$ cat config.mk
export PLATFORM = sky130hd
export DESIGN_NAME = sfr_status_bank
export DESIGN_NICKNAME = d
export VERILOG_FILES = /design/src/include/sfr_pkg.sv /design/src/include/sfr_fault_if.sv /design/src/verilog/sfr_status_bank.sv /design/src/verilog/sfr_fault_trap.sv /design/src/verilog/sfr_energy_meter.sv
export VERILOG_INCLUDE_DIRS = /design/src /design/src/include
export SDC_FILE = /design/constraint.sdc
export NUM_CORES = 1
export LEC_CHECK = 0
export BUFFER_PORTS_ARGS = -buffer_cell sky130_fd_sc_hd__buf_2
export CORE_MARGIN = 2
export CORE_UTILIZATION = 40
export DETAILED_ROUTE_END_ITERATION = 10
export GPL_TIMING_DRIVEN = 0
export PLACE_DENSITY = 0.69
export SLEW_MARGIN = 20
export SYNTH_ARGS = -nofsm -noshare
export SYNTH_HDL_FRONTEND = slang
export SYNTH_SLANG_ARGS = --single-unit
export TNS_END_PERCENT = 20
$ cat constraint.sdc
create_clock -name clk_sys -period 18.92 [get_ports clk_sys]
set_clock_uncertainty 0.15 [all_clocks]
set_input_delay 1.892 -clock clk_sys [delete_from_list [all_inputs] [get_ports clk_sys]]
set_output_delay 1.892 -clock clk_sys [all_outputs]
set_load 0.02 [all_outputs]
$ cat src/include/sfr_map.svh
// register addresses, bit positions and reset values of the status bank
// assumes: included by the package and by every design file that decodes
`ifndef SFR_MAP_SVH
`define SFR_MAP_SVH

// ---------------------------------------------------------------
// read map, 16-bit register addresses
// ---------------------------------------------------------------
`define SFR_ADDR_STATUS 16'h0000
`define SFR_ADDR_FAULT_HI 16'h0001
`define SFR_ADDR_FAULT_LO 16'h0002
`define SFR_ADDR_VMON_HI 16'h0003
`define SFR_ADDR_VMON_LO 16'h0004
`define SFR_ADDR_IMON_HI 16'h0005
`define SFR_ADDR_IMON_LO 16'h0006
`define SFR_ADDR_PMON_HI 16'h0007
`define SFR_ADDR_PMON_LO 16'h0008
`define SFR_ADDR_ENERGY_HI 16'h001f
`define SFR_ADDR_ENERGY_LO 16'h0020
`define SFR_ADDR_MINFO_FIRST 16'h0064
`define SFR_ADDR_MINFO_LAST 16'h0083

// ---------------------------------------------------------------
// status word bit positions
// ---------------------------------------------------------------
`define SFR_ST_ON 0
`define SFR_ST_FAULT 1
`define SFR_ST_ANALOG 2
`define SFR_ST_BUS 3
`define SFR_ST_CURRENT 4
`define SFR_ST_VOLTAGE 5
`define SFR_ST_RESET 16'h0000

// ---------------------------------------------------------------
// command register bit positions
// ---------------------------------------------------------------
`define SFR_CMD_FAULT_CLR 1
`define SFR_CMD_ENERGY_CLR 8

// ---------------------------------------------------------------
// fault cause bit positions and widths
// ---------------------------------------------------------------
`define SFR_FAULT_W 21
`define SFR_F_MODULE 0
`define SFR_F_OUT_Z 1
`define SFR_F_COMMAND 2
`define SFR_F_CTRL_HW 3
`define SFR_F_SUPERVISORY 4
`define SFR_F_ANALOG_P 5
`define SFR_F_ANALOG_I 6
`define SFR_F_ANALOG_V 7
`define SFR_F_SENSE 8
`define SFR_F_BUS_TIMEOUT 9
`define SFR_F_SUPER_WARN 10
`define SFR_F_UNIT_SILENT 11
`define SFR_F_DUP_ID 12
`define SFR_F_OVERCOUNT 13
`define SFR_F_DUP_SERIAL 14
`define SFR_F_Z_SLOPE 15
`define SFR_F_CABLE_Z 16
`define SFR_F_UNDERCOUNT 17
`define SFR_F_PHASE 18
`define SFR_F_ANALOG_INHIBIT 19
`define SFR_F_ANALOG_OVERLOAD 20
`define SFR_FAULT_RESET 21'h000000

// ---------------------------------------------------------------
// module table and energy counter reset
// ---------------------------------------------------------------
`define SFR_MOD_COUNT 32
`define SFR_MOD_ADDR_W 12
`define SFR_ENERGY_RESET 32'h00000000

`endif

$ cat src/include/sfr_pkg.sv
// types and word helpers shared by the status bank modules
// assumes: sfr_map.svh on the include path
`include "sfr_map.svh"

package sfr_pkg;

   typedef logic [15:0] sfr_word_t;
   typedef logic [31:0] sfr_long_t;
   typedef logic [`SFR_FAULT_W-1:0] sfr_fault_t;
   typedef logic [`SFR_MOD_ADDR_W-1:0] sfr_mod_addr_t;

   // upper half of a 32-bit value
   function automatic sfr_word_t sfr_hi_word(input sfr_long_t v);
      return v[31:16];
   endfunction

   // lower half of a 32-bit value
   function automatic sfr_word_t sfr_lo_word(input sfr_long_t v);
      return v[15:0];
   endfunction

   // ten-fraction-bit value rescaled to fifteen fraction bits
   function automatic sfr_long_t sfr_q10_to_q15(input sfr_long_t v);
      return {v[26:0], 5'h00};
   endfunction

endpackage

$ cat src/include/sfr_fault_if.sv
// carrier between the bank core and the sticky fault trap
// assumes: one clock domain, driven by sfr_status_bank
`timescale 1ns/1ps

interface sfr_fault_if;
   sfr_pkg::sfr_fault_t cause;
   logic clr;
   sfr_pkg::sfr_fault_t flags;
   logic fault_flag;

   modport trap (input cause, input clr, output flags, output fault_flag);
   modport core (output cause, output clr, input flags, input fault_flag);
endinterface

$ cat src/verilog/sfr_status_bank.sv
// status, fault and module-information read registers of the supply
// assumes: host reads over rd_en/rd_addr, commands over cmd_wr/cmd_data,
// all inputs synchronous to clk_sys
//
// Functional notes
// - fifteen-fraction-bit values are the real value times 2^15, as integers.
// - ten-fraction-bit values are the real value times 2^10, as integers.
// - 32-bit values read as two words, upper half first, lower half next.
// - writing the energy clear command bit zeroes the energy counter.
// - status bit 0 reads 1 while the output is on.
// - status fault bit sets on a fault and stays until fault clear command.
// - status bit 2 shows enable through the analog port.
// - status bit 3 shows enable through register-protocol programming.
// - status bit 4 reads 1 while regulating current.
// - status bit 5 reads 1 while regulating voltage.
// - in power or process regulation both mode bits read 1.
// - each fault cause has its own bit; any mix may be set.
// - codes 0x1 module, 0x2 impedance, 0x4 unmet setpoint.
// - codes 0x8 controller hardware, 0x10 supervisory, 0x400 warning.
// - 0x40 loop current under 2 mA; 0x20, 0x80 analog setpoint faults.
// - 0x100 sense error, 0x200 register-protocol traffic timeout.
// - 0x800 silent module, 0x1000 duplicate id, 0x2000 over 32 modules.
// - 0x4000 duplicate serial, 0x20000 fewer modules than expected.
// - 0x8000 impedance slope too high, 0x10000 cable impedance too high.
// - 0x40000 phase loss, 0x80000 analog inhibit, 0x100000 analog overload.
// - module information word holds the bus address in bits 0 to 11.
// - the status word reads at address 0.
// - module information words read at addresses 100 to 131.
`timescale 1ns/1ps
`include "sfr_map.svh"

module sfr_status_bank (
   // clock, reset, enable
   input wire logic clk_sys,
   input wire logic resetn,
   input wire logic ce,
   // register read port
   input wire logic rd_en,
   input wire logic [15:0] rd_addr,
   output logic [15:0] rd_data,
   output logic rd_valid,
   // command register write
   input wire logic cmd_wr,
   input wire logic [15:0] cmd_data,
   // unit operating state
   input wire logic unit_on,
   input wire logic analog_enabled,
   input wire logic bus_enabled,
   input wire logic current_reg,
   input wire logic voltage_reg,
   input wire logic power_reg,
   // monitors
   input wire logic [31:0] vmon_q15,
   input wire logic [31:0] imon_q15,
   input wire logic [31:0] pmon_q10,
   input wire logic energy_tick,
   // fault causes, level or pulse
   input wire logic flt_module,
   input wire logic flt_out_z,
   input wire logic flt_command,
   input wire logic flt_ctrl_hw,
   input wire logic flt_supervisory,
   input wire logic flt_analog_p,
   input wire logic flt_loop_low,
   input wire logic flt_analog_v,
   input wire logic flt_sense,
   input wire logic flt_bus_timeout,
   input wire logic flt_super_warn,
   input wire logic flt_unit_silent,
   input wire logic flt_dup_id,
   input wire logic flt_overcount,
   input wire logic flt_dup_serial,
   input wire logic flt_z_slope,
   input wire logic flt_cable_z,
   input wire logic flt_undercount,
   input wire logic flt_phase,
   input wire logic flt_analog_inhibit,
   input wire logic flt_analog_overload,
   // module table load
   input wire logic minfo_wr,
   input wire logic [4:0] minfo_slot,
   input wire logic [11:0] minfo_bus_addr
);

   // ---------------------------------------------------------------
   // reset release
   // ---------------------------------------------------------------
   logic rst_meta_reg;
   logic rst_n_sync;

   always_ff @(posedge clk_sys or negedge resetn)
   begin
      if (!resetn)
      begin
         rst_meta_reg <= 1'b0;
         rst_n_sync <= 1'b0;
      end
      else
      begin
         rst_meta_reg <= 1'b1;
         rst_n_sync <= rst_meta_reg;
      end
   end

   // ---------------------------------------------------------------
   // command decode
   // ---------------------------------------------------------------
   wire fault_clr = cmd_wr && cmd_data[`SFR_CMD_FAULT_CLR];
   wire energy_clr = cmd_wr && cmd_data[`SFR_CMD_ENERGY_CLR];

   // ---------------------------------------------------------------
   // fault causes
   // ---------------------------------------------------------------
   sfr_fault_if fb ();
   sfr_pkg::sfr_fault_t cause;

   always_comb
   begin
      cause = `SFR_FAULT_RESET;
      cause[`SFR_F_MODULE] = flt_module;
      cause[`SFR_F_OUT_Z] = flt_out_z;
      cause[`SFR_F_COMMAND] = flt_command;
      cause[`SFR_F_CTRL_HW] = flt_ctrl_hw;
      cause[`SFR_F_SUPERVISORY] = flt_supervisory;
      cause[`SFR_F_SUPER_WARN] = flt_super_warn;
      cause[`SFR_F_ANALOG_P] = flt_analog_p;
      cause[`SFR_F_ANALOG_I] = flt_loop_low;
      cause[`SFR_F_ANALOG_V] = flt_analog_v;
      cause[`SFR_F_SENSE] = flt_sense;
      cause[`SFR_F_BUS_TIMEOUT] = flt_bus_timeout;
      cause[`SFR_F_UNIT_SILENT] = flt_unit_silent;
      cause[`SFR_F_DUP_ID] = flt_dup_id;
      cause[`SFR_F_OVERCOUNT] = flt_overcount;
      cause[`SFR_F_DUP_SERIAL] = flt_dup_serial;
      cause[`SFR_F_UNDERCOUNT] = flt_undercount;
      cause[`SFR_F_Z_SLOPE] = flt_z_slope;
      cause[`SFR_F_CABLE_Z] = flt_cable_z;
      cause[`SFR_F_PHASE] = flt_phase;
      cause[`SFR_F_ANALOG_INHIBIT] = flt_analog_inhibit;
      cause[`SFR_F_ANALOG_OVERLOAD] = flt_analog_overload;
   end

   assign fb.cause = cause;
   assign fb.clr = fault_clr;

   sfr_fault_trap u_trap (
      .clk_sys (clk_sys),
      .rst_n (rst_n_sync),
      .ce (ce),
      .fb (fb)
   );

   wire [31:0] fault_word = {11'h000, fb.flags};

   // ---------------------------------------------------------------
   // energy meter
   // ---------------------------------------------------------------
   logic [31:0] energy_count;

   sfr_energy_meter u_energy (
      .clk_sys (clk_sys),
      .rst_n (rst_n_sync),
      .ce (ce),
      .tick (energy_tick),
      .clr (energy_clr),
      .count (energy_count)
   );

   // ---------------------------------------------------------------
   // status word
   // ---------------------------------------------------------------
   logic [15:0] status_reg;
   logic [15:0] status_next;

   always_comb
   begin
      status_next = `SFR_ST_RESET;
      status_next[`SFR_ST_ON] = unit_on;
      status_next[`SFR_ST_ANALOG] = analog_enabled;
      status_next[`SFR_ST_BUS] = bus_enabled;
      status_next[`SFR_ST_CURRENT] = current_reg || power_reg;
      status_next[`SFR_ST_VOLTAGE] = voltage_reg || power_reg;
   end

   always_ff @(posedge clk_sys or negedge rst_n_sync)
   begin
      if (!rst_n_sync)
         status_reg <= `SFR_ST_RESET;
      else if (ce)
         status_reg <= status_next;
   end

   // fault bit comes straight from the trap so it tracks the cause bits
   wire [15:0] status_word = status_reg
      | ({15'h0000, fb.fault_flag} << `SFR_ST_FAULT);

   // ---------------------------------------------------------------
   // module information table
   // ---------------------------------------------------------------
   logic [11:0] minfo_mem [`SFR_MOD_COUNT];

   always_ff @(posedge clk_sys or negedge rst_n_sync)
   begin
      if (!rst_n_sync)
      begin
         for (int i = 0; i < `SFR_MOD_COUNT; i++)
            minfo_mem[i] <= 12'h000;
      end
      else if (ce && minfo_wr)
         minfo_mem[minfo_slot] <= minfo_bus_addr;
   end

   wire [15:0] minfo_off = rd_addr - `SFR_ADDR_MINFO_FIRST;
   wire addr_is_minfo = (rd_addr >= `SFR_ADDR_MINFO_FIRST)
      && (rd_addr <= `SFR_ADDR_MINFO_LAST);
   wire [15:0] minfo_word = {4'h0, minfo_mem[minfo_off[4:0]]};

   // ---------------------------------------------------------------
   // read selection
   // ---------------------------------------------------------------
   wire [31:0] pmon_q15 = sfr_pkg::sfr_q10_to_q15(pmon_q10);
   logic [15:0] rd_word;

   always_comb
   begin
      case (rd_addr)
         `SFR_ADDR_STATUS: rd_word = status_word;
         `SFR_ADDR_FAULT_HI: rd_word = sfr_pkg::sfr_hi_word(fault_word);
         `SFR_ADDR_FAULT_LO: rd_word = sfr_pkg::sfr_lo_word(fault_word);
         `SFR_ADDR_VMON_HI: rd_word = sfr_pkg::sfr_hi_word(vmon_q15);
         `SFR_ADDR_VMON_LO: rd_word = sfr_pkg::sfr_lo_word(vmon_q15);
         `SFR_ADDR_IMON_HI: rd_word = sfr_pkg::sfr_hi_word(imon_q15);
         `SFR_ADDR_IMON_LO: rd_word = sfr_pkg::sfr_lo_word(imon_q15);
         `SFR_ADDR_PMON_HI: rd_word = sfr_pkg::sfr_hi_word(pmon_q15);
         `SFR_ADDR_PMON_LO: rd_word = sfr_pkg::sfr_lo_word(pmon_q15);
         `SFR_ADDR_ENERGY_HI: rd_word = sfr_pkg::sfr_hi_word(energy_count);
         `SFR_ADDR_ENERGY_LO: rd_word = sfr_pkg::sfr_lo_word(energy_count);
         default: rd_word = addr_is_minfo ? minfo_word : 16'h0000;
      endcase
   end

   // ---------------------------------------------------------------
   // read answer
   // ---------------------------------------------------------------
   logic [15:0] rd_data_reg;
   logic rd_valid_reg;

   always_ff @(posedge clk_sys or negedge rst_n_sync)
   begin
      if (!rst_n_sync)
      begin
         rd_data_reg <= 16'h0000;
         rd_valid_reg <= 1'b0;
      end
      else if (ce)
      begin
         rd_valid_reg <= rd_en;
         if (rd_en)
            rd_data_reg <= rd_word;
      end
   end

   assign rd_data = rd_data_reg;
   assign rd_valid = rd_valid_reg;
endmodule

$ cat src/verilog/sfr_fault_trap.sv
// sticky fault cause register and summary fault flag
// assumes: synchronous reset copy, clock enable from the bank core
`timescale 1ns/1ps
`include "sfr_map.svh"

module sfr_fault_trap (
   // clock and control
   input wire logic clk_sys,
   input wire logic rst_n,
   input wire logic ce,
   // fault carrier
   sfr_fault_if.trap fb
);

   sfr_pkg::sfr_fault_t flags_reg;
   sfr_pkg::sfr_fault_t flags_next;
   logic fault_reg;
   logic fault_next;
   logic cause_any;

   // set wins over clear for every bit
   assign cause_any = |fb.cause;
   assign flags_next = (flags_reg & ~{`SFR_FAULT_W{fb.clr}}) | fb.cause;
   assign fault_next = (fault_reg & ~fb.clr) | cause_any;
   assign fb.flags = flags_reg;
   assign fb.fault_flag = fault_reg;

   always_ff @(posedge clk_sys or negedge rst_n)
   begin
      if (!rst_n)
      begin
         flags_reg <= `SFR_FAULT_RESET;
         fault_reg <= 1'b0;
      end
      else if (ce)
      begin
         flags_reg <= flags_next;
         fault_reg <= fault_next;
      end
   end
endmodule

$ cat src/verilog/sfr_energy_meter.sv
// cumulative energy counter with clear
// assumes: tick is a one-cycle pulse per energy unit
`timescale 1ns/1ps
`include "sfr_map.svh"

module sfr_energy_meter (
   // clock and control
   input wire logic clk_sys,
   input wire logic rst_n,
   input wire logic ce,
   // counting
   input wire logic tick,
   input wire logic clr,
   output logic [31:0] count
);

   logic [31:0] count_reg;
   logic [31:0] count_next;

   // a tick in the clear cycle is counted from zero
   assign count_next = clr ? {31'h00000000, tick}
      : count_reg + {31'h0, tick};
   assign count = count_reg;

   always_ff @(posedge clk_sys or negedge rst_n)
   begin
      if (!rst_n)
         count_reg <= `SFR_ENERGY_RESET;
      else if (ce)
         count_reg <= count_next;
   end
endmodule

==> flow_summary.ini <==
[clock_network]
postCtsSetupBuffers = 0
cts_num_sinks = 462
cts_root_buffer = clkbuf_16
numCtsBuffers = 49
h-tree-depth = 2
cts.path.max_buffers = 3
cts_hold_buf = 0
clk_latency_ns = 0.61
cts_resized = 0
cts_tree = done
clkSlewWorstSetupHoldPaths_ns = 0.06

[grt]
gr-usage-all-layers_pct = 25.1
antenna_found_initial = 4
grt_pass1_wl_mm = 107
first_global_vias = 16400
overflow = 0
grt_max_degree = 57

[synthesis]
synth_edf_count = 0
syn_area_per_cell_um2 = 13.7
syn_inst = 1645
yosys_warnings = 0
async_flop_share_pct = 100
yosysUniqueCellTypes = 69
synth_seq_cells = 462
syn_nets = 1830
synth_area_um2 = 22500
ys.flop_type = dfrtp_1
seq_area_frac_synth_pct = 51.5

[detailed_routing]
wl_per_cell_um = 27.2
wirelength_mm = 72.3
first_iter_violations = 1543
ant_nets = 0
highest_layer = met5
wl_met3_mm = 5.43
detail_route.vias_per_cell = 5.95
num_vias = 15800
wl_met2_mm = 33.9
drc = 0
wl_met1_mm = 30.4
drtPass1Iterations = 5

[setup_path]
cp_num_buf_inv = 6
crit_path_max_fanout = 11
cp_top_family = buffers and inverters
path_cells = buf_2 > inv_1 > clkbuf_1 > ha_1 > buf_2 > clkbuf_1 > clkbuf_1 > nand3_1 > a22oi_1 > nor2_1 > or3_1
critPathSlowestCell = clkbuf_1
slowest_delay_ns = 0.76
crit_required_ns = 19.24
startpoint_type = primary input
end_kind = register
worst-setup-path-type = in2reg
reg2reg_depth = 7
reg2reg_slack_ns = 16.45
reg2reg_from = u_energy.count[0]
crit_path_frequent_cell = clkbuf_1
worstPathArrival_ns = 5.83
r2r-end = u_energy.count[23]

[flow_run]
maxCapViolCount = 0

[die]
start_util_pct = 40.6
die-area_um2 = 58100
die_height_um = 241
std_cell_rows = 86
core_um2 = 55300
io_pins = 196
die_w_um = 241

[final_layout]
syn2layout_area_growth_pct = 16.5
multi_input_area_um2 = 10200
drive_gt1_share_pct = 42.2
seqCellArea_um2 = 11600
fin_nets = 2060
finalInstanceArea_um2 = 26200
largest_reg_flops = 384
nFillCells = 4891

[pwr]
p_int_mw = 1.88
vdd_drop_max_mv = 0.0710
power_switching_mw = 0.629
power_leakage_nw = 11.9
power_frac_comb_pct = 13.5
clkPwrFrac_pct = 39.9
power.density_nw_per_um2 = 96.0
total_power_mw = 2.51
seqPwrFrac_pct = 46.6
swShare_pct = 25.0

[run_status]
status = complete, no violations

[sta]
slew_viol_final = 0
rsz0062_at_grt = false
fmax_mhz = 182
fin_tns_setup_ns = 0
period_minus_slack_ns = 5.51
setup_viol = 0
finalHoldViolCount = 0
relSlewSlack_pct = 21.2
period_share_pct = 29.1
worst_pin_slew_ns = 1.18

[min_path]
hp-class = reg2async

[placement]
dp_hpwl_mm = 53.1
place_area_um2 = 24500
io_buffers = 170
globalplace.congestion = 0.909
power groups by stage:
stage	clock, mW	combinational, mW	sequential (mW)
2_1_floorplan	0	0.223	1.18
3_3_place_gp	0	0.304	1.20
3_5_place_dp	0	0.339	1.18
4_1_cts	1.02	0.340	1.17
5_1_grt	1.06	0.363	1.18
6_report	1.00	0.339	1.17
cell usage after synthesis, drive strengths merged, types with 8 or more instances:
cell type,instances,share of area (%)
buf,47,1.3
mux4,90,9.0
nand2,78,1.3
nand4,11,0.31
clkbuf,95,1.6
nor3,13,0.29
a2111oi,10,0.47
o21ai,18,0.42
a22oi,18,0.60
a211oi,21,0.70
nor2b,15,0.42
nor2,65,1.1
mux2i,42,1.9
xor2,22,0.86
a22o,38,1.5
mux2,398,20
nand3,30,0.67
nor4,14,0.82
a222oi,12,0.53
a21oi,21,0.47
or3,11,0.31
dfrtp,462,51
and3,10,0.28
and2,8,0.23
worst max path at each step:
stage                    start              to  slack [ns]  depth (start not counted)
finish              rd_addr[2]      rd_data[9]       13.41                         11
detailed placement  rd_addr[2]      rd_data[9]       12.94                         11
global placement    rst_n_sync  minfo_mem[347]        0.30                          0
floorplan           rst_n_sync    minfo_mem[0]        4.94                          0
global route        rd_addr[2]      rd_data[9]       13.36                         11
CTS                 rd_addr[2]      rd_data[9]       13.56                         11
cell type report:
class | instances | share of cell area (%)
repair buffers | 179 | 4.17
diodes | 3 | 0.0287
well taps | 748 | 3.58
clock inverters | 14 | 0.841
inverters | 6 | 0.0861
multi-input cells | 1035 | 39.1
flip-flops and latches | 462 | 44.2
plain buffers | 142 | 2.50
clock buffers | 73 | 5.53
placed cells by master, fill, tap and decap left out, types with 38 or more instances in the layout:
| cell | instances |
|---|---|
| dfrtp_1 | 461 |
| mux2_2 | 398 |
| buf_2 | 192 |
| clkbuf_1 | 106 |
| mux4_2 | 90 |
| nand2_1 | 78 |
| nor2_1 | 64 |
| clkbuf_16 | 49 |
| mux2i_1 | 42 |
| a22o_1 | 38 |
per-stage QoR:
step           utilization [%]  setup slack, ns  cells  hold WS [ns]
2_1_floorplan                -             4.94   1645         0.181
4_1_cts                   47.3            13.56   2659         0.138
6_report                  47.3            13.41   2662         0.124
3_3_place_gp              43.8            0.299   2563         0.186
5_1_grt                   47.3            13.36   2661         0.159
3_5_place_dp              44.3            12.94   2572         0.135
per-layer routing:
layer	global-route usage (%)	up-vias
li1	-	6628
met1	35.0	8382
met2	39.2	670
met3	4.66	161
met4	9.03	2
met5	0	-
cell families after synthesis:
kind of cell	after synthesis	synth area share [%]
AO/OA/AOI/OAI	183	6.35
XOR/XNOR	28	1.09
adder cells (fa/ha/maj)	6	0.334
buffers and inverters	148	3.01
flip-flops	462	51.5
multiplexers	530	30.9
other	1	0.0167
AND/OR/NAND/NOR	287	6.85
(Power assumes the default switching activity.)
